## src/logic/phy_ctrl_pkg.sv

```systemverilog
// shared constants and types for the phy management register bank
package phy_ctrl_pkg;

	localparam int unsigned PHY_ADDR_W = 5;
	localparam int unsigned REG_ADDR_W = 5;
	localparam int unsigned DATA_W = 16;
	localparam int unsigned CNT_W = 6;

	// register numbers on the management interface
	localparam logic [REG_ADDR_W-1:0] BASIC_CONTROL_ADDR = 5'h00;
	localparam logic [REG_ADDR_W-1:0] BASIC_STATUS_ADDR = 5'h01;
	localparam logic [REG_ADDR_W-1:0] PHY_IDENT_HIGH_ADDR = 5'h02;
	localparam logic [REG_ADDR_W-1:0] PHY_IDENT_LOW_ADDR = 5'h03;
	localparam logic [REG_ADDR_W-1:0] AUTONEG_ADVERTISE_ADDR = 5'h04;
	localparam logic [REG_ADDR_W-1:0] LINK_PARTNER_ABILITY_ADDR = 5'h05;
	localparam logic [REG_ADDR_W-1:0] AUTONEG_EXPANSION_ADDR = 5'h06;
	localparam logic [REG_ADDR_W-1:0] AUTONEG_NEXT_PAGE_ADDR = 5'h07;
	localparam logic [REG_ADDR_W-1:0] PARTNER_NEXT_PAGE_ADDR = 5'h08;
	localparam logic [REG_ADDR_W-1:0] RESERVED_9_ADDR = 5'h09;
	localparam logic [REG_ADDR_W-1:0] DIGITAL_MISC_CONTROL_ADDR = 5'h10;
	localparam logic [REG_ADDR_W-1:0] ANALOG_FRONTEND_CONTROL_ADDR = 5'h11;
	localparam logic [REG_ADDR_W-1:0] RECEIVE_ERROR_COUNTER_ADDR = 5'h15;
	localparam logic [REG_ADDR_W-1:0] STRAP_OVERRIDE_ADDR = 5'h16;
	localparam logic [REG_ADDR_W-1:0] STRAP_STATUS_ADDR = 5'h17;
	localparam logic [REG_ADDR_W-1:0] EXPANDED_CONTROL_ADDR = 5'h18;
	localparam logic [REG_ADDR_W-1:0] IRQ_CONTROL_STATUS_ADDR = 5'h1b;
	localparam logic [REG_ADDR_W-1:0] RESERVED_1C_ADDR = 5'h1c;
	localparam logic [REG_ADDR_W-1:0] CABLE_DIAG_CONTROL_ADDR = 5'h1d;
	localparam logic [REG_ADDR_W-1:0] PHY_CONTROL_ONE_ADDR = 5'h1e;
	localparam logic [REG_ADDR_W-1:0] PHY_CONTROL_TWO_ADDR = 5'h1f;

	// basic_control field positions
	localparam int unsigned CTRL_RESET_BIT = 15;
	localparam int unsigned CTRL_LOOPBACK_BIT = 14;
	localparam int unsigned CTRL_SPEED_BIT = 13;
	localparam int unsigned CTRL_AN_EN_BIT = 12;
	localparam int unsigned CTRL_POWER_DOWN_BIT = 11;
	localparam int unsigned CTRL_ISOLATE_BIT = 10;
	localparam int unsigned CTRL_AN_RESTART_BIT = 9;
	localparam int unsigned CTRL_DUPLEX_BIT = 8;
	localparam int unsigned CTRL_COL_TEST_BIT = 7;
	localparam logic [DATA_W-1:0] UNMAPPED_READ_VALUE = 16'h0000;

	// management frame fields
	localparam logic [1:0] OP_READ = 2'h2;
	localparam logic [1:0] OP_WRITE = 2'h1;
	localparam logic [CNT_W-1:0] PREAMBLE_BITS = 6'h20;
	localparam logic [CNT_W-1:0] OP_LAST = 6'h01;
	localparam logic [CNT_W-1:0] ADDR_LAST = 6'h09;
	localparam logic [CNT_W-1:0] TA_LAST = 6'h01;
	localparam logic [CNT_W-1:0] DATA_LAST = 6'h0f;

	typedef struct packed {
		logic speed;
		logic autoneg;
		logic isolate;
		logic duplex;
	} strap_t;

	typedef struct packed {
		logic speed_100;
		logic full_duplex;
		logic autoneg_en;
		logic loopback;
		logic power_down;
		logic isolate;
		logic col_test;
	} mode_t;

	typedef enum logic [2:0] {
		S_PRE = 3'h0,
		S_ST = 3'h1,
		S_OP = 3'h3,
		S_ADDR = 3'h2,
		S_TA = 3'h6,
		S_DATA = 3'h7
	} mdio_state_t;

endpackage

```

## src/logic/phy_basic_control_regs.sv

```systemverilog
// management slave and basic control register of a 10/100 phy
// Functional notes
// - writing one to bit 15 starts a software reset; bit self-clears, reads zero after
// - speed bit picks 100 Mbps or 10 Mbps; ignored while autoneg enabled
// - with autoneg enabled, negotiated speed and duplex override the manual bits
// - bit 11 set powers down, cleared returns normal; resets to zero
// - in power-down first reset write only clears it; second fully resets, resamples straps
// - isolate bit disconnects the phy from its mac-side interface
// - writing one to bit 9 restarts autoneg; self-clears; zero does nothing
// - duplex bit picks full or half; resets to inverse of duplex strap
// - speed bit resets to the sampled speed strap level
// - autoneg enable resets to the sampled autoneg strap
// - isolate bit resets to the sampled isolate strap
`timescale 1ns/100ps
module phy_basic_control_regs
	import phy_ctrl_pkg::*;
#(
	parameter logic [PHY_ADDR_W-1:0] PHY_ADDR = 5'h01,
	parameter int unsigned RESET_HOLD_CYCLES = 16
)
(
	input wire logic clock_i, // 40 MHz core clock
	input wire logic rst_n_i, // synchronous reset, active low
	input wire logic mdc_i, // management clock pin
	input wire logic mdio_i, // management data pin, input side
	output logic mdio_o, // management data pin, output side
	output logic mdio_oe_o, // high while the phy drives mdio
	input wire strap_t strap_i, // strap pins
	input wire logic an_speed_100_i, // negotiated speed result
	input wire logic an_full_duplex_i, // negotiated duplex result
	output mode_t mode_o, // operating mode to the phy core
	output logic soft_reset_o, // high while software reset runs
	output logic an_restart_o // one-cycle autoneg restart request
);

	localparam int unsigned HOLD_W = $clog2(RESET_HOLD_CYCLES + 1);
	localparam int unsigned STRAP_W = $bits(strap_t);
	localparam logic [HOLD_W-1:0] HOLD_LAST = HOLD_W'(RESET_HOLD_CYCLES - 1);

	logic [1:0] pin_sync;
	logic [STRAP_W-1:0] strap_bits;
	strap_t strap_sync;
	logic mdc_sync;
	logic mdio_sync;
	logic mdc_prev_q;
	logic mdc_rise;

	mdio_state_t state_q;
	logic [CNT_W-1:0] cnt_q;
	logic [DATA_W-1:0] sh_q;
	logic [DATA_W-1:0] shift_in;
	logic is_read_q;
	logic hit_q;
	logic [REG_ADDR_W-1:0] reg_q;
	logic out_q;
	logic oe_q;
	logic wr_q;
	logic [DATA_W-1:0] wdata_q;

	logic loopback_q;
	logic speed_q;
	logic an_en_q;
	logic power_down_q;
	logic isolate_q;
	logic duplex_q;
	logic col_test_q;
	logic resetting_q;
	logic [HOLD_W-1:0] hold_cnt_q;
	logic an_restart_q;
	logic ctrl_write;
	logic [DATA_W-1:0] ctrl_word;
	logic [DATA_W-1:0] read_word;
	mode_t mode_q;

	sync_2ff #(
		.WIDTH(2)
	) u_pin_sync (
		.clock_i(clock_i),
		.d_i({mdc_i, mdio_i}),
		.q_o(pin_sync)
	);

	sync_2ff #(
		.WIDTH(STRAP_W)
	) u_strap_sync (
		.clock_i(clock_i),
		.d_i(strap_i),
		.q_o(strap_bits)
	);

	assign mdc_sync = pin_sync[1];
	assign mdio_sync = pin_sync[0];
	assign strap_sync = strap_t'(strap_bits);
	assign mdc_rise = mdc_sync & ~mdc_prev_q;
	assign shift_in = {sh_q[DATA_W-2:0], mdio_sync};

	// frame decoding; the phy changes mdio just after the edge the master samples on
	always_ff @(posedge clock_i)
	begin
		if (!rst_n_i)
		begin
			mdc_prev_q <= 1'b0;
			state_q <= S_PRE;
			cnt_q <= '0;
			sh_q <= '0;
			is_read_q <= 1'b0;
			hit_q <= 1'b0;
			reg_q <= '0;
			out_q <= 1'b0;
			oe_q <= 1'b0;
			wr_q <= 1'b0;
			wdata_q <= '0;
		end
		else
		begin
			mdc_prev_q <= mdc_sync;
			wr_q <= 1'b0;
			if (mdc_rise)
			begin
				// every field counts up; the branches below restart it
				cnt_q <= cnt_q + 6'h01;
				case (state_q)
					S_PRE:
					begin
						// saturate so a long idle run still counts as a preamble
						if (mdio_sync && (cnt_q == PREAMBLE_BITS))
						begin
							cnt_q <= cnt_q;
						end
						else if (!mdio_sync)
						begin
							cnt_q <= '0;
							state_q <= (cnt_q == PREAMBLE_BITS) ? S_ST : S_PRE;
						end
					end
					S_ST:
					begin
						cnt_q <= '0;
						state_q <= mdio_sync ? S_OP : S_PRE;
					end
					S_OP:
					begin
						sh_q <= shift_in;
						if (cnt_q == OP_LAST)
						begin
							cnt_q <= '0;
							is_read_q <= (shift_in[1:0] == OP_READ);
							if ((shift_in[1:0] == OP_READ) || (shift_in[1:0] == OP_WRITE))
							begin
								state_q <= S_ADDR;
							end
							else
							begin
								// unknown opcode: wait for a fresh preamble
								state_q <= S_PRE;
							end
						end
					end
					S_ADDR:
					begin
						sh_q <= shift_in;
						if (cnt_q == ADDR_LAST)
						begin
							cnt_q <= '0;
							hit_q <= (shift_in[9:5] == PHY_ADDR);
							reg_q <= shift_in[REG_ADDR_W-1:0];
							state_q <= S_TA;
						end
					end
					S_TA:
					begin
						if (cnt_q == TA_LAST)
						begin
							cnt_q <= '0;
							state_q <= S_DATA;
							if (is_read_q && hit_q)
							begin
								out_q <= read_word[DATA_W-1];
								sh_q <= {read_word[DATA_W-2:0], 1'b0};
							end
						end
						// second turnaround bit driven low by the phy
						else if (is_read_q && hit_q)
						begin
							oe_q <= 1'b1;
							out_q <= 1'b0;
						end
					end
					S_DATA:
					begin
						// held low on writes and misses so the unused output stays quiet
						out_q <= is_read_q & hit_q & sh_q[DATA_W-1];
						sh_q <= is_read_q ? {sh_q[DATA_W-2:0], 1'b0} : shift_in;
						if (cnt_q == DATA_LAST)
						begin
							cnt_q <= '0;
							oe_q <= 1'b0;
							out_q <= 1'b0;
							state_q <= S_PRE;
							wr_q <= ~is_read_q & hit_q;
							wdata_q <= shift_in;
						end
					end
					default:
					begin
						state_q <= S_PRE;
						cnt_q <= '0;
						oe_q <= 1'b0;
					end
				endcase
			end
		end
	end

	// writes landing during the reset hold are dropped
	assign ctrl_write = wr_q & (reg_q == BASIC_CONTROL_ADDR) & ~resetting_q;

	// control fields; straps are caught while the chip reset is held
	always_ff @(posedge clock_i)
	begin
		// straps resampled at the end of a software reset
		if (!rst_n_i || (resetting_q && (hold_cnt_q == HOLD_LAST)))
		begin
			speed_q <= strap_sync.speed;
			an_en_q <= strap_sync.autoneg;
			isolate_q <= strap_sync.isolate;
			duplex_q <= ~strap_sync.duplex;
			loopback_q <= 1'b0;
			power_down_q <= 1'b0;
			col_test_q <= 1'b0;
		end
		else if (ctrl_write)
		begin
			if (wdata_q[CTRL_RESET_BIT])
			begin
				if (power_down_q)
				begin
					power_down_q <= 1'b0;
				end
			end
			else
			begin
				loopback_q <= wdata_q[CTRL_LOOPBACK_BIT];
				speed_q <= wdata_q[CTRL_SPEED_BIT];
				an_en_q <= wdata_q[CTRL_AN_EN_BIT];
				power_down_q <= wdata_q[CTRL_POWER_DOWN_BIT];
				isolate_q <= wdata_q[CTRL_ISOLATE_BIT];
				duplex_q <= wdata_q[CTRL_DUPLEX_BIT];
				col_test_q <= wdata_q[CTRL_COL_TEST_BIT];
			end
		end
	end

	// software reset runs a fixed hold, then self-clears
	always_ff @(posedge clock_i)
	begin
		if (!rst_n_i)
		begin
			resetting_q <= 1'b0;
			hold_cnt_q <= '0;
		end
		else if (resetting_q)
		begin
			resetting_q <= (hold_cnt_q != HOLD_LAST);
			hold_cnt_q <= (hold_cnt_q == HOLD_LAST) ? '0 : hold_cnt_q + HOLD_W'(1);
		end
		else if (ctrl_write && wdata_q[CTRL_RESET_BIT] && !power_down_q)
		begin
			resetting_q <= 1'b1;
			hold_cnt_q <= '0;
		end
	end

	// restart is ignored when the same write also asks for reset
	always_ff @(posedge clock_i)
	begin
		if (!rst_n_i)
		begin
			an_restart_q <= 1'b0;
		end
		else
		begin
			an_restart_q <= ctrl_write & wdata_q[CTRL_AN_RESTART_BIT] &
				~wdata_q[CTRL_RESET_BIT];
		end
	end

	always_comb
	begin
		ctrl_word = '0;
		ctrl_word[CTRL_RESET_BIT] = resetting_q;
		ctrl_word[CTRL_LOOPBACK_BIT] = loopback_q;
		ctrl_word[CTRL_SPEED_BIT] = speed_q;
		ctrl_word[CTRL_AN_EN_BIT] = an_en_q;
		ctrl_word[CTRL_POWER_DOWN_BIT] = power_down_q;
		ctrl_word[CTRL_ISOLATE_BIT] = isolate_q;
		ctrl_word[CTRL_AN_RESTART_BIT] = 1'b0;
		ctrl_word[CTRL_DUPLEX_BIT] = duplex_q;
		ctrl_word[CTRL_COL_TEST_BIT] = col_test_q;
	end

	// other register numbers belong to blocks outside this one
	assign read_word = (reg_q == BASIC_CONTROL_ADDR) ? ctrl_word : UNMAPPED_READ_VALUE;

	always_ff @(posedge clock_i)
	begin
		if (!rst_n_i)
		begin
			mode_q <= '0;
		end
		else
		begin
			mode_q.speed_100 <= an_en_q ? an_speed_100_i : speed_q;
			mode_q.full_duplex <= an_en_q ? an_full_duplex_i : duplex_q;
			mode_q.autoneg_en <= an_en_q;
			mode_q.loopback <= loopback_q;
			mode_q.power_down <= power_down_q;
			mode_q.isolate <= isolate_q;
			mode_q.col_test <= col_test_q;
		end
	end

	assign mode_o = mode_q;
	assign soft_reset_o = resetting_q;
	assign an_restart_o = an_restart_q;
	assign mdio_o = out_q;
	assign mdio_oe_o = oe_q;

endmodule // phy_basic_control_regs

```

## src/logic/sync_2ff.sv

```systemverilog
// two flip-flop synchroniser for pins entering the core clock domain
`timescale 1ns/100ps
module sync_2ff
#(
	parameter int unsigned WIDTH = 1
)
(
	input wire logic clock_i, // core clock
	input wire logic [WIDTH-1:0] d_i, // asynchronous level
	output logic [WIDTH-1:0] q_o // synchronised level
);

	logic [WIDTH-1:0] meta_q;
	logic [WIDTH-1:0] sync_q;

	// no reset so straps settle while the chip reset is held
	always_ff @(posedge clock_i)
	begin
		meta_q <= d_i;
		sync_q <= meta_q;
	end

	assign q_o = sync_q;

endmodule // sync_2ff
```

## config.mk

```make
export PLATFORM = sky130hd
export DESIGN_NAME = phy_basic_control_regs
export DESIGN_NICKNAME = d
export VERILOG_FILES = /design/src/logic/phy_ctrl_pkg.sv /design/src/logic/phy_basic_control_regs.sv /design/src/logic/sync_2ff.sv
export SDC_FILE = /design/constraint.sdc
export NUM_CORES = 1
export LEC_CHECK = 0
export CORE_MARGIN = 1
export CORE_UTILIZATION = 30
export DETAILED_ROUTE_END_ITERATION = 12
export DONT_BUFFER_PORTS = 1
export SYNTH_ARGS = -nofsm -noshare
export SYNTH_HDL_FRONTEND = slang
export SYNTH_SLANG_ARGS = --single-unit
```

## constraint.sdc

```tcl
create_clock -name clock_i -period 2.2 [get_ports clock_i]
set_clock_uncertainty 0.1 [all_clocks]
set_input_delay 0.33 -clock clock_i [delete_from_list [all_inputs] [get_ports clock_i]]
set_output_delay 0.33 -clock clock_i [all_outputs]
set_load 0.01 [all_outputs]
```

==> results of run 1 <==
-- cell type report --
type                            instances  area, µm²
Tap cell                              133        166
Fill cell                             988       6300
Clock buffer                           10        128
Multi-Input combinational cell        213       1410
Timing Repair Buffer                   19        175
Clock inverter                          6       93.8
Inverter                                8       30.0
Sequential cell                        78       1600
-- cells in the final DEF, fill, tap and decap left out, types with 4 or more instances in the layout --
master | Yosys | final
sky130_fd_sc_hd__clkbuf_8 | 0 | 9
sky130_fd_sc_hd__dlygate4sd3_1 | 0 | 8
sky130_fd_sc_hd__ha_1 | 5 | 5
sky130_fd_sc_hd__mux2_2 | 4 | 4
sky130_fd_sc_hd__buf_4 | 1 | 10
sky130_fd_sc_hd__mux2i_1 | 21 | 21
sky130_fd_sc_hd__nand3_1 | 7 | 7
sky130_fd_sc_hd__nor2_1 | 47 | 46
sky130_fd_sc_hd__nand2_1 | 17 | 17
sky130_fd_sc_hd__a21oi_1 | 11 | 11
sky130_fd_sc_hd__dfxtp_1 | 74 | 73
sky130_fd_sc_hd__inv_1 | 8 | 8
sky130_fd_sc_hd__and2_1 | 9 | 9
sky130_fd_sc_hd__a22oi_1 | 7 | 7
sky130_fd_sc_hd__nand4_1 | 5 | 5
sky130_fd_sc_hd__a211oi_1 | 9 | 9
sky130_fd_sc_hd__nor2b_1 | 5 | 5
sky130_fd_sc_hd__nor3_1 | 5 | 4
sky130_fd_sc_hd__edfxtp_1 | 4 | 4
sky130_fd_sc_hd__a22o_1 | 8 | 8
sky130_fd_sc_hd__o21ai_0 | 11 | 11
-- power by group through the flow --
stage | clock network [W] | logic [W] | registers [W]
2_1_floorplan | 0 | 0.0000602 | 0.00149
3_3_place_gp | 0 | 0.0000746 | 0.00149
3_5_place_dp | 0 | 0.0000746 | 0.00150
4_1_cts | 0.00123 | 0.0000882 | 0.00146
5_1_grt | 0.00128 | 0.0000993 | 0.00147
6_report | 0.00120 | 0.0000903 | 0.00146
-- synth_stat cells, types with 3 or more instances --
master                      n  area share
sky130_fd_sc_hd__mux2_2     4       0.014
sky130_fd_sc_hd__nand4_1    5       0.010
sky130_fd_sc_hd__clkbuf_1   9       0.011
sky130_fd_sc_hd__and3_1     3      0.0060
sky130_fd_sc_hd__nor3_1     5      0.0081
sky130_fd_sc_hd__and2_1     9       0.018
sky130_fd_sc_hd__a21oi_1   11       0.018
sky130_fd_sc_hd__or3_1      3      0.0060
sky130_fd_sc_hd__nor2_1    47       0.057
sky130_fd_sc_hd__nand3_1    7       0.011
sky130_fd_sc_hd__nor2b_1    5       0.010
sky130_fd_sc_hd__ha_1       5       0.020
sky130_fd_sc_hd__mux2i_1   21       0.068
sky130_fd_sc_hd__nand2_1   17       0.021
sky130_fd_sc_hd__a211oi_1   9       0.022
sky130_fd_sc_hd__o21ai_0   11       0.018
sky130_fd_sc_hd__dfxtp_1   74        0.48
sky130_fd_sc_hd__a22oi_1    7       0.017
sky130_fd_sc_hd__a22o_1     8       0.023
sky130_fd_sc_hd__edfxtp_1   4       0.039
sky130_fd_sc_hd__inv_1      8      0.0097
-- how the worst min path moves through the flow --
stage	from	endpoint	slack (ps)	depth (start not counted)
floorplan	u_pin_sync.meta_q[0]	u_pin_sync.q_o[0]	210	0
global placement	u_strap_sync.meta_q[3]	u_strap_sync.q_o[3]	210	0
detailed placement	u_strap_sync.meta_q[3]	u_strap_sync.q_o[3]	210	0
CTS	rst_n_i	mode_o[0]	1	1
global route	rst_n_i	mdio_o	4	2
finish	rst_n_i	mdio_o	8	2
-- per-stage QoR --
stage | util | hold slack [ps]
2_1_floorplan | - | 210
3_3_place_gp | 0.333 | 212
3_5_place_dp | 0.333 | 212
4_1_cts | 0.362 | 1.04
5_1_grt | 0.364 | 4.11
6_report | 0.364 | 8.33
-- kinds of logic (layout without fill, tap and decap cells) --
kind of cell | Yosys count | in the layout | synth area share
AOI/OAI and AO/OA | 63 | 63 | 0.143
xor gates and xnor gates | 4 | 4 | 0.0113
adders and majority gates | 5 | 5 | 0.0201
buffers and inverters | 23 | 43 | 0.0342
DFF | 78 | 78 | 0.515
muxes | 25 | 25 | 0.0821
and+or+nand+nor | 116 | 116 | 0.194
-- routing by layer --
| metal | vias to the layer above | global-route usage | part of all wire |
|---|---|---|---|
| li1 | 1153 | - | - |
| met1 | 1112 | 0.163 | 0.49 |
| met2 | 51 | 0.201 | 0.45 |
| met3 | 12 | 0.0220 | 0.046 |
| met4 | 0 | 0.0663 | 0.021 |
| met5 | - | 0 | 0 |
-- flip-flops by register name, indices dropped and copies added, names as in the netlist, 2 cells and up --
| register | cells |
|---|---|
| hold_cnt_q | 5 |
| u_strap_sync.meta_q | 4 |
| cnt_q | 6 |
| mode_o | 7 |
| wdata_q | 9 |
| reg_q | 5 |
| sh_q | 16 |
| u_strap_sync.q_o | 4 |
| u_pin_sync.meta_q | 2 |
| u_pin_sync.q_o | 2 |
| state_q | 3 |
-- what timing repair did --
item | in CTS | in global routing
resized for setup | 0 | 4
setup endpoints to repair | 0 | 11
hold buffers | 7 | 1
hold endpoints to repair | 13 | 1
==> results.txt, run 1 <==
- Number of buffers between clock root and the deepest sink: 2
- Area of all placed cells without fillers: between 3000 and 4000 µm²
- The run finished with clean final reports.
* Number of antenna violations at the first check in global routing: 0
- Type of element capturing the critical path: register
* Remaining DRCs: 0
- The first routing iteration left 110 violations.
- Cell area after placement: 3300 µm²
* CP Data Arrival Time: ~2300 ps
- The number of hold-slack violations in the final timing report was 0.
- Number of buffers inserted during clock tree synthesis: 9
- Number of placed cells counting well taps: approximately 440
- Entering global routing, the biggest net connects 29 pins.
- The cell count after synthesis came out at ~310.
- Drt via density: between 4 and 5
* Most used DFF post-synth: sky130_fd_sc_hd__dfxtp_1
* Internal: around 0.0021 W
* Post-route insts no fill: 467
- Yosys mapped a number of flops with a built-in enable equal to 4.
- The clock drives 78 sinks.
- Count of buffering cells on the critical path with inverters included: 0
* Global-route usage over all layers: 0.126
- STA classifies the critical path startpoint as a register.
- First-pass iteration count of the detailed router: 4
* Min-delay worst type: in -> reg
- Clk pwr share: 0.436
* Last element of the critical path: sh_q[14]
- The detail route stage leaves a number of antenna-violating nets equal to 0.
- Among cell families on the critical path, the largest total delay comes from simple AND/OR/NAND/NOR gates.
- The clock reaches the later pin of the worst-skew pair after about 350 ps.
- Core region area: about 9900 µm²
* Static power due to leakage: roughly 1.3 nW
- Detailed-route wire length per cell: 13.8 µm
- Worst path slowest cell: sky130_fd_sc_hd__or4_1
* Highest net fanout along the worst path: 7
- Layout cells sized above 1: 0.123
* Slew at the pin with the worst max-slew slack: 518 ps
- Sequential element share of the synthesized area: 0.515
* Synthesis-to-finish area growth: 16.1%
* Ports: 21
- Global-route wire length before repair: approximately 11 mm
* Startpoint of the worst-slack reg-to-reg timing path: reg_q[0]
- 0 antenna diodes ended up in the layout.
- Post-synth ARST share: 0
- Worst-case register-to-register setup slack: 90 ps
- At the placement stage, the worst setup path has a slack of 110 ps.
* TNS Setup: 0 ps
- The endpoint identified for the worst register-to-register timing path is sh_q[14].
- Setup repair bufs after CTS: 0
- Yosys reg bits: 78
- Global routing finished with a remaining overflow of 0.
* Req. time, crit path: around 2400 ps
- Number of max-slew violations in the final report: 0
- Count of yosys warnings during synthesis: 0
- Post-Route WL: 6.45 mm
* Area of the mapped netlist: about 3100 µm²
- Count of buffers from port buffering: 0
- Setup violators final: 0
- The worst path meets setup with roughly 89 ps of slack.
- Detailed-placement wirelength estimate: roughly 4.4 mm
- Net switching share of the total power: 0.223
- The critical path starts at reg_q[0].
* Clock edge transition at the registers on the reported setup and hold paths: approximately 90 ps
- Final min period: roughly 2100 ps
* Period utilisation layout: 0.960
* Series of cell instances along the critical path: or4_1 -> nor2_1 -> and2_1 -> a22oi_1 -> a211oi_1
- Measured in cells, the most critical reg-to-reg path has a length of 5.
- The share of total power dissipated in sequential elements is 0.531.
* Die Area: roughly 11000 µm²
- Number of cell rows: 36
* Syn Nets: between 300 and 400
* CP Class: reg -> reg
- Vias in the first global route: between 2000 and 2500
- Static timing analysis puts the maximum clock frequency at roughly 470 MHz.
* Overall power of the completed layout: between 0.002 and 0.003 W
* Max VDD drop: 250 µV
- Library cells used by synthesis: 54
- Per-instance average area after synthesis: between 9 and 10 µm²
- Worst slew margin: 0.654
* Total number of vias: ~2300
- Counting buffers and inverters, the worst setup path is 5 cells deep.
* Root cell of the clock tree: sky130_fd_sc_hd__clkbuf_8
- Maximum Capacitance Violations: 0
- Horizontal die dimension: a little over 100 µm
* Fraction of power consumed by combinational cells: 0.033
- Net count reported at finish: between 300 and 400
* PwrDens: about 760 nW/µm²
- Clock tree from TritonCTS: yes
- Vertical die dimension: 104 µm
- The initial utilization of the core area, before any placement, comes to 0.314.
- RePlAce Congestion: 0.788
- Switching pwr: slightly above 0.0006 W
- RSZ-0062 raised after global routing: no
* Largest stage delay, worst path: ~510 ps
- The H-tree generated during clock tree synthesis spans 3 levels.
No activity file was read; power rests on OpenSTA's default activity.
==> run 2, diff against run 1 <==
- CELL_PAD_IN_SITES_DETAIL_PLACEMENT: default -> 2
- CELL_PAD_IN_SITES_GLOBAL_PLACEMENT: default -> 2
- CORE_UTILIZATION: 30 -> 40
- PLACE_DENSITY_LB_ADDON: default -> 0.1
==> run 2 against run 1 <==
  * Power shrank 6.9%
  * Utilization rose by 13 points
  * Hold slack better by 4.9 ps
  * Cell area hardly changed
  * Largest power group unchanged
  * Critical path type unchanged
  * First-iteration DRC count fell by 34%
  * Non-clock buffer count up 9
  * Die area fell by 25%
  * Global-route usage increased by 9.3 points
  * Critical path depth grew 3
  * Combinational power increased by 15%
  * Largest cell class unchanged
==> results.txt, run 2 (synthesis gave the netlist of run 1 again) <==
- Global-route wire length before repair: 13.9 mm (+27%)
- Slew at the pin with the worst max-slew slack: 529 ps (+11.8 ps)
- The tightest min-delay check is of the in -> reg type.
- The maximum fanout count along the critical path came to 7 (unchanged).
* Largest stage delay, worst path: 510 ps (about the same)
* Detailed-placement wirelength estimate: 5.62 mm (+29%)
- Vias in the first global route: 2697 (+18%)
* Post-Route WL: 8.47 mm (+31%)
- The flow ran to the end, and the final reports show no timing, DRC or antenna violations.
- The largest individual stage delay along the critical path comes from the cell sky130_fd_sc_hd__or4b_4.
* Most frequent standard cell in the layout excluding fill and tap cells: sky130_fd_sc_hd__dfxtp_1
- The leakage power came to 1.35 nW (+2.6%).
- Effective utilization at floorplan: 0.422 (+0.108)
- Net count reported at finish: 353 (+2.6%)
- The library cells used most frequently in the layout, excluding fill and tap cells, are sky130_fd_sc_hd__dfxtp_1 (74), sky130_fd_sc_hd__nor2_1 (47), sky130_fd_sc_hd__mux2i_1 (21).
- Cell area after placement: 3300 µm² (about the same)
* CP Class: reg -> reg
- Walking the worst path, the cells encountered are inv_2 -> ha_1 -> or4b_4 -> nor3_2 -> o21a_1 -> clkbuf_4 -> buf_4 -> a211oi_2.
- Pin count of the biggest net entering global routing: 31 (+6.9%)
- Area of all placed cells without fillers: 3610 µm² (about the same)
- Maximum Capacitance Violations: 0 (unchanged)
- Clock edge transition at the registers on the reported setup and hold paths: 90 ps (about the same)
- Remaining DRCs: 0 (unchanged)
* Die Area: 8130 µm² (-25%)
* Req. time, crit path: 2330 ps (-40 ps)
- The final critical-path share of the clock period was 0.953 (-0.00624).
- The final estimated routing congestion in global placement is 0.795 (+0.90%).
- The area growth from synthesis to final layout is 16.1% (about the same).
- Overall power of the completed layout: 0.00256 W (-6.9%)
- The x dimension of the die is 90.1 µm (-13%).
* Max VDD drop: 349 µV (+40%)
- Vertical die dimension: 90.1 µm (-13%)
* Type of element capturing the critical path: register
- The number of buffers inserted by port buffering came to 0 (unchanged).
- Global-route usage over all layers: 0.219 (+0.0926)
* Initial DRC Count: 73 (-34%)
- The maximum level of the CTS H-tree came to 3 (unchanged).
- The area taken by flip-flops and latches came to 1600 µm² (about the same).
- Detailed-route wire length per cell: 19.2 µm (+39%)
* Number of max-slew violations in the final report: 0 (unchanged)
- The least setup slack across all paths after layout came to 102 ps (+13.7 ps).
- Clock tree from TritonCTS: yes
* PwrDens: 710 nW/µm² (-6.9%)
* Number of antenna violations at the first check in global routing: 0 (unchanged)
- Fill cells: 786 (-20%)
- The total negative slack for setup checks was 0 ps (unchanged).
* Most flops, register: sh_q
- The total vias in the final route came to 2464 (+5.8%).
- CP Data Arrival Time: 2220 ps (-60 ps)
- The worst setup path is launched from a register.
- Number of nets with antenna violations after routing: 0 (unchanged)
- The remaining global-route overflow came to 0 (unchanged).
- Clock tree synthesis selected as its root buffer the cell sky130_fd_sc_hd__clkbuf_8.
* Count of final hold-check violations: 0 (unchanged)
- Drt via density: 5.57 (+12%)
- Achievable Freq: 477 MHz (+0.65%)
- In this design, the largest share of critical-path delay is due to simple AND/OR/NAND/NOR gates.
* Ports: 21 (unchanged)
- The flip-flop count of the largest register after layout came to 16 (unchanged).
* Final min period: 2100 ps (-13.7 ps)
* Setup violators final: 0 (unchanged)
- Clk Latency, worst-skew pair: 350 ps (about the same)
* Diode insertion count for antenna repair: 0 (unchanged)
* First-pass iteration count of the detailed router: 4 (unchanged)
- The buffering stage count on the worst path with inverters included came to 3 (+3).
- The area of the multi-input gates came to 1430 µm² (+1.4%).
* Number of buffers inserted during clock tree synthesis: 9 (unchanged)
- Layout cells sized above 1: 0.163 (+0.0405)
- The number of standard-cell rows in the floorplan is 31 (-14%).
* RSZ-0062 raised after global routing: yes
* Number of buffers between clock root and the deepest sink: 2 (unchanged)
- The total clock sinks came to 78 (unchanged).
* Core region area: 7370 µm² (-26%)
- Pre-CTS worst setup slack: 45.8 ps (-64.2 ps)
- Worst slew margin: 0.647 (-0.00787)
run 2: cell count changes in the layout (fill, tap and decap cells not counted), moves of 2 or more:
cell	previous run	this run
sky130_fd_sc_hd__bufinv_16	2	0
sky130_fd_sc_hd__a211oi_1	9	7
sky130_fd_sc_hd__buf_6	0	3
sky130_fd_sc_hd__clkinv_2	0	2
sky130_fd_sc_hd__a211oi_2	1	3
sky130_fd_sc_hd__buf_4	10	17
run 2: cell type report:
type / count / area share
sequential: 78 / 0.444
multi-input combinational: 213 / 0.398
timing repair buffer: 28 / 0.0663
clock buffer: 9 / 0.0343
tap: 99 / 0.0343
clock inverter: 7 / 0.0153
inverter: 8 / 0.00832
run 2: report_power, final:
group          total [W]  switching, W  internal [W]
registers        0.00146     0.0000148       0.00145
logic           0.000104     0.0000590     0.0000446
clock network   0.000994      0.000571      0.000423
run 2: metrics by stage:
stage,std cells,util,hold WS [ps]
floorplan,314,-,210
detailed placement,416,0.447,216
global placement,416,0.447,210
finish,442,0.489,13.3
CTS,439,0.482,3.43
global route,442,0.489,5.35
run 2: routing by layer:
metal / share of wire / GRT usage
met1: 0.47 / 0.272
met4: 0.011 / 0.0565
met5: 0 / 0
met3: 0.027 / 0.0525
met2: 0.49 / 0.379
run 2: what timing repair did:
| item | 4_1_cts | 5_1_grt |
|---|---|---|
| cloned | 0 | 1 |
| pin swaps | 0 | 2 |
| resized for setup | 1 | 11 |
| endpoints found under the hold margin | 12 | 0 |
| buffers inserted | 0 | 2 |
| hold buffers | 7 | 0 |
| endpoints found under the setup margin | 1 | 23 |
run 2: worst reg2reg max path, cell delays in order, from the launching register on:
cell	delay, ps
sky130_fd_sc_hd__dfxtp_1	350
sky130_fd_sc_hd__inv_2	80
sky130_fd_sc_hd__ha_1	160
sky130_fd_sc_hd__or4b_4	510
sky130_fd_sc_hd__nor3_2	170
sky130_fd_sc_hd__o21a_1	220
sky130_fd_sc_hd__clkbuf_4	230
sky130_fd_sc_hd__buf_4	120
sky130_fd_sc_hd__a211oi_2	40
run 2: final timing paths:
| check | startpoint | endpoint | slack [ps] | cells after the start |
|---|---|---|---|---|
| worst min-delay path | rst_n_i | an_restart_o | 10 | 2 |
| worst min register to register | u_strap_sync.meta_q[1] | u_strap_sync.q_o[1] | 230 | 0 |
| worst max-delay path | cnt_q[1] | sh_q[11] | 100 | 8 |
| worst max register to register | cnt_q[1] | sh_q[11] | 100 | 8 |
==> run 3, diff against run 2 <==
- PLACE_DENSITY_LB_ADDON: 0.1 -> 0.08
==> run 3 against run 2 <==
  * Sequential share of layout area decreased by 0.51 points
  * Wire length increased by 3.8%
  * Combinational power fell by 4%
  * First-iteration DRC count increased by 88%
  * Non-clock buffer count is the same
  * Flip-flop and latch count stayed put
  * Highest routed layer unchanged
  * Hold slack better by 12 ps
  * Utilization increased by 0.65 points
  * Power grew 9.7%
  * Final cell count unchanged
==> results.txt, run 3 (synthesis gave the netlist of run 1 again) <==
- The maximum fanout count along the critical path is 4 (-3).
- Slew at the pin with the worst max-slew slack: 517 ps (-12.1 ps)
- Final min period: 2120 ps (+26.0 ps)
* Setup repair bufs after CTS: 0 (unchanged)
- Global-route usage over all layers: 0.232 (+0.0136)
- The y dimension of the die is 90.1 µm (unchanged).
* Total gr overflow: 0 (unchanged)
- Flip-flop count of the largest register after layout: 16 (unchanged)
- The maximum level of the CTS H-tree is 3 (unchanged).
* Remaining DRCs: 0 (unchanged)
- Count of final hold-check violations: 0 (unchanged)
- Pre-CTS worst setup slack: -40.3 ps (-86.1 ps)
- Most frequent standard cell in the layout excluding fill and tap cells: sky130_fd_sc_hd__dfxtp_1
- GR Util met3: 0.0558 (+0.00338)
- Period utilisation layout: 0.965 (+0.0118)
- Drt via density: 5.52 (-0.89%)
* Register-to-Register Path Depth: 7 (-1)
* First-pass iteration count of the detailed router: 4 (unchanged)
- The cell count after placement came to 419 (+0.72%).
- met2 is the most crowded layer.
* Clk Latency, worst-skew pair: 360 ps (about the same)
- Number of buffers inserted during clock tree synthesis: 9 (unchanged)
* Horizontal die dimension: 90.1 µm (unchanged)
* CP Class: reg -> reg
- Ports: 21 (unchanged)
- Synthesis-to-finish area growth: 17.6%
- Met2 routing resource usage after global routing: 0.385 (+0.00573)
* Clock edge transition at the registers on the reported setup and hold paths: 90 ps (about the same)
- The arrival time of the worst setup path is 2280 ps (+60 ps).
- The overall die area is 8130 µm² (unchanged).
* Global-route wire length before repair: 14.7 mm (+5.6%)
* Worst setup path startpoint: cnt_q[1]
* Min-delay worst type: in -> reg
* Minimum setup slack in the final design: 76.3 ps (-26.0 ps)
- Count of buffers from port buffering: 0 (unchanged)
- PwrDens: 768 nW/µm² (+8.3%)
* Util after Layout: 0.496 (+0.00645)
- Setup violators final: 0 (unchanged)
* Diode insertion count for antenna repair: 0 (unchanged)
- The leakage power came to 1.38 nW (+2.0%).
- The cell area after layout was 3650 µm² (+1.3%).
- RePlAce Congestion: 0.811 (+2.1%)
- RSZ-0062 raised after global routing: yes
- Post-Route WL: 8.79 mm (+3.8%)
- Req. time, crit path: 2350 ps (+20 ps)
- Detailed-route wire length per cell: 19.9 µm (+3.8%)
* Cell area after placement: 3330 µm² (+1.1%)
* Net count reported at finish: 353 (unchanged)
* Layout cells sized above 1: 0.169 (+0.00583)
- The most critical setup path has its endpoint at state_q[1].
* Initial DRC Count: 137 (+88%)
- Vias in the first global route: 2731 (+1.3%)
- Total number of vias: 2442 (-0.89%)
- The worst register-to-register path begins at cnt_q[1].
* Most flops, register: sh_q
* Number of antenna violations at the first check in global routing: 0 (unchanged)
* Number of cell rows: 31 (unchanged)
- The flow ran to the end, and the final reports show no timing, DRC or antenna violations.
- Series of cell instances along the critical path: inv_2 -> ha_1 -> or4b_4 -> nor3_1 -> a21oi_1 -> or3_1 -> a32o_1
- Root cell of the clock tree: sky130_fd_sc_hd__clkbuf_8
- The number of max-slew violations in the final report came to 0 (unchanged).
- Core region area: 7370 µm² (unchanged)
- Category of the worst setup path launch point: register
* Largest stage delay, worst path: 510 ps (about the same)
- The maximum number of buffers from clock root to sink is 2 (unchanged).
- The post-route non-filler standard cell count was 442 (unchanged).
* Maximum Capacitance Violations: 0 (unchanged)
- The pin count of the biggest net entering global routing is 25 (-19%).
* Clock tree from TritonCTS: yes
* Clock Sink Count: 78 (unchanged)
- In this run the critical register-to-register path is captured at state_q[1].
* Number of nets with antenna violations after routing: 0 (unchanged)
- Met1 demand-to-capacity share in global routing: 0.294 (+0.0222)
* Type of element capturing the critical path: register
- Worst slew margin: 0.652 (+0.00490)
- Hold slack: 24.8 ps (+11.5 ps)
- Worst-case register-to-register setup slack: 80 ps (-30 ps)
- Highest-count cells in the layout ignoring fill and taps: sky130_fd_sc_hd__dfxtp_1 (72), sky130_fd_sc_hd__nor2_1 (46), sky130_fd_sc_hd__mux2i_1 (21)
- Detailed-placement wirelength estimate: 5.57 mm (-0.82%)
- The slowest stage of the critical path belongs to the cell sky130_fd_sc_hd__or4b_4.
* Effective utilization at floorplan: 0.422 (unchanged)
* Max VDD drop: 393 µV (+13%)
* Achievable Freq: 471 MHz (-1.2%)
[run 3: where the power goes]
part           internal [W]  total (W)  switching, W
registers           0.00145    0.00146     0.0000167
logic             0.0000427   0.000100     0.0000576
clock network      0.000657    0.00124      0.000586
[run 3: layout make-up]
type | count | area, µm²
tap | 99 | 124
clock buffer | 9 | 124
inverter | 8 | 30.0
fill | 781 | 3710
sequential | 78 | 1600
timing repair buffer | 28 | 240
multi-input combinational | 213 | 1430
clock inverter | 7 | 103
[run 3: critical path, delay by kind of cell (launching register included)]
kind / cells / cell delay [ps]
buffers and inverters: 1 / 80
AOI/OAI and AO/OA: 2 / 330
and+or+nand+nor: 3 / 1000
DFF: 1 / 350
adders and majority gates: 1 / 160
[run 3: metrics by stage]
step	setup TNS, ps	power, W
2_1_floorplan	0	0.00155
3_3_place_gp	0	0.00158
3_5_place_dp	-40.3	0.00158
4_1_cts	0	0.00284
5_1_grt	-0.906	0.00291
6_report	0	0.00281
[run 3: how the worst min path moves through the flow]
stage	from	end	slack (ps)	depth (start not counted)
2_1_floorplan	u_pin_sync.meta_q[0]	u_pin_sync.q_o[0]	210	0
3_3_place_gp	u_pin_sync.meta_q[1]	u_pin_sync.q_o[1]	210	0
3_5_place_dp	u_strap_sync.meta_q[3]	u_strap_sync.q_o[3]	220	0
4_1_cts	rst_n_i	mode_o[3]	10	1
5_1_grt	rst_n_i	hold_cnt_q[0]	8	2
6_report	rst_n_i	mode_o[3]	20	1
[run 3: what timing repair did]
item | CTS | global route
endpoints found under the setup margin | 5 | 26
hold buffers | 7 | 0
pin swaps | 0 | 4
resized for setup | 2 | 8
hold endpoints to repair | 12 | 0
[run 3: per-layer routing]
| layer | vias up | share of wire |
|---|---|---|
| met1 | 1219 | 0.46 |
| li1 | 1174 | - |
| met4 | 0 | 0.021 |
| met3 | 18 | 0.024 |
| met5 | - | 0 |
| met2 | 31 | 0.49 |
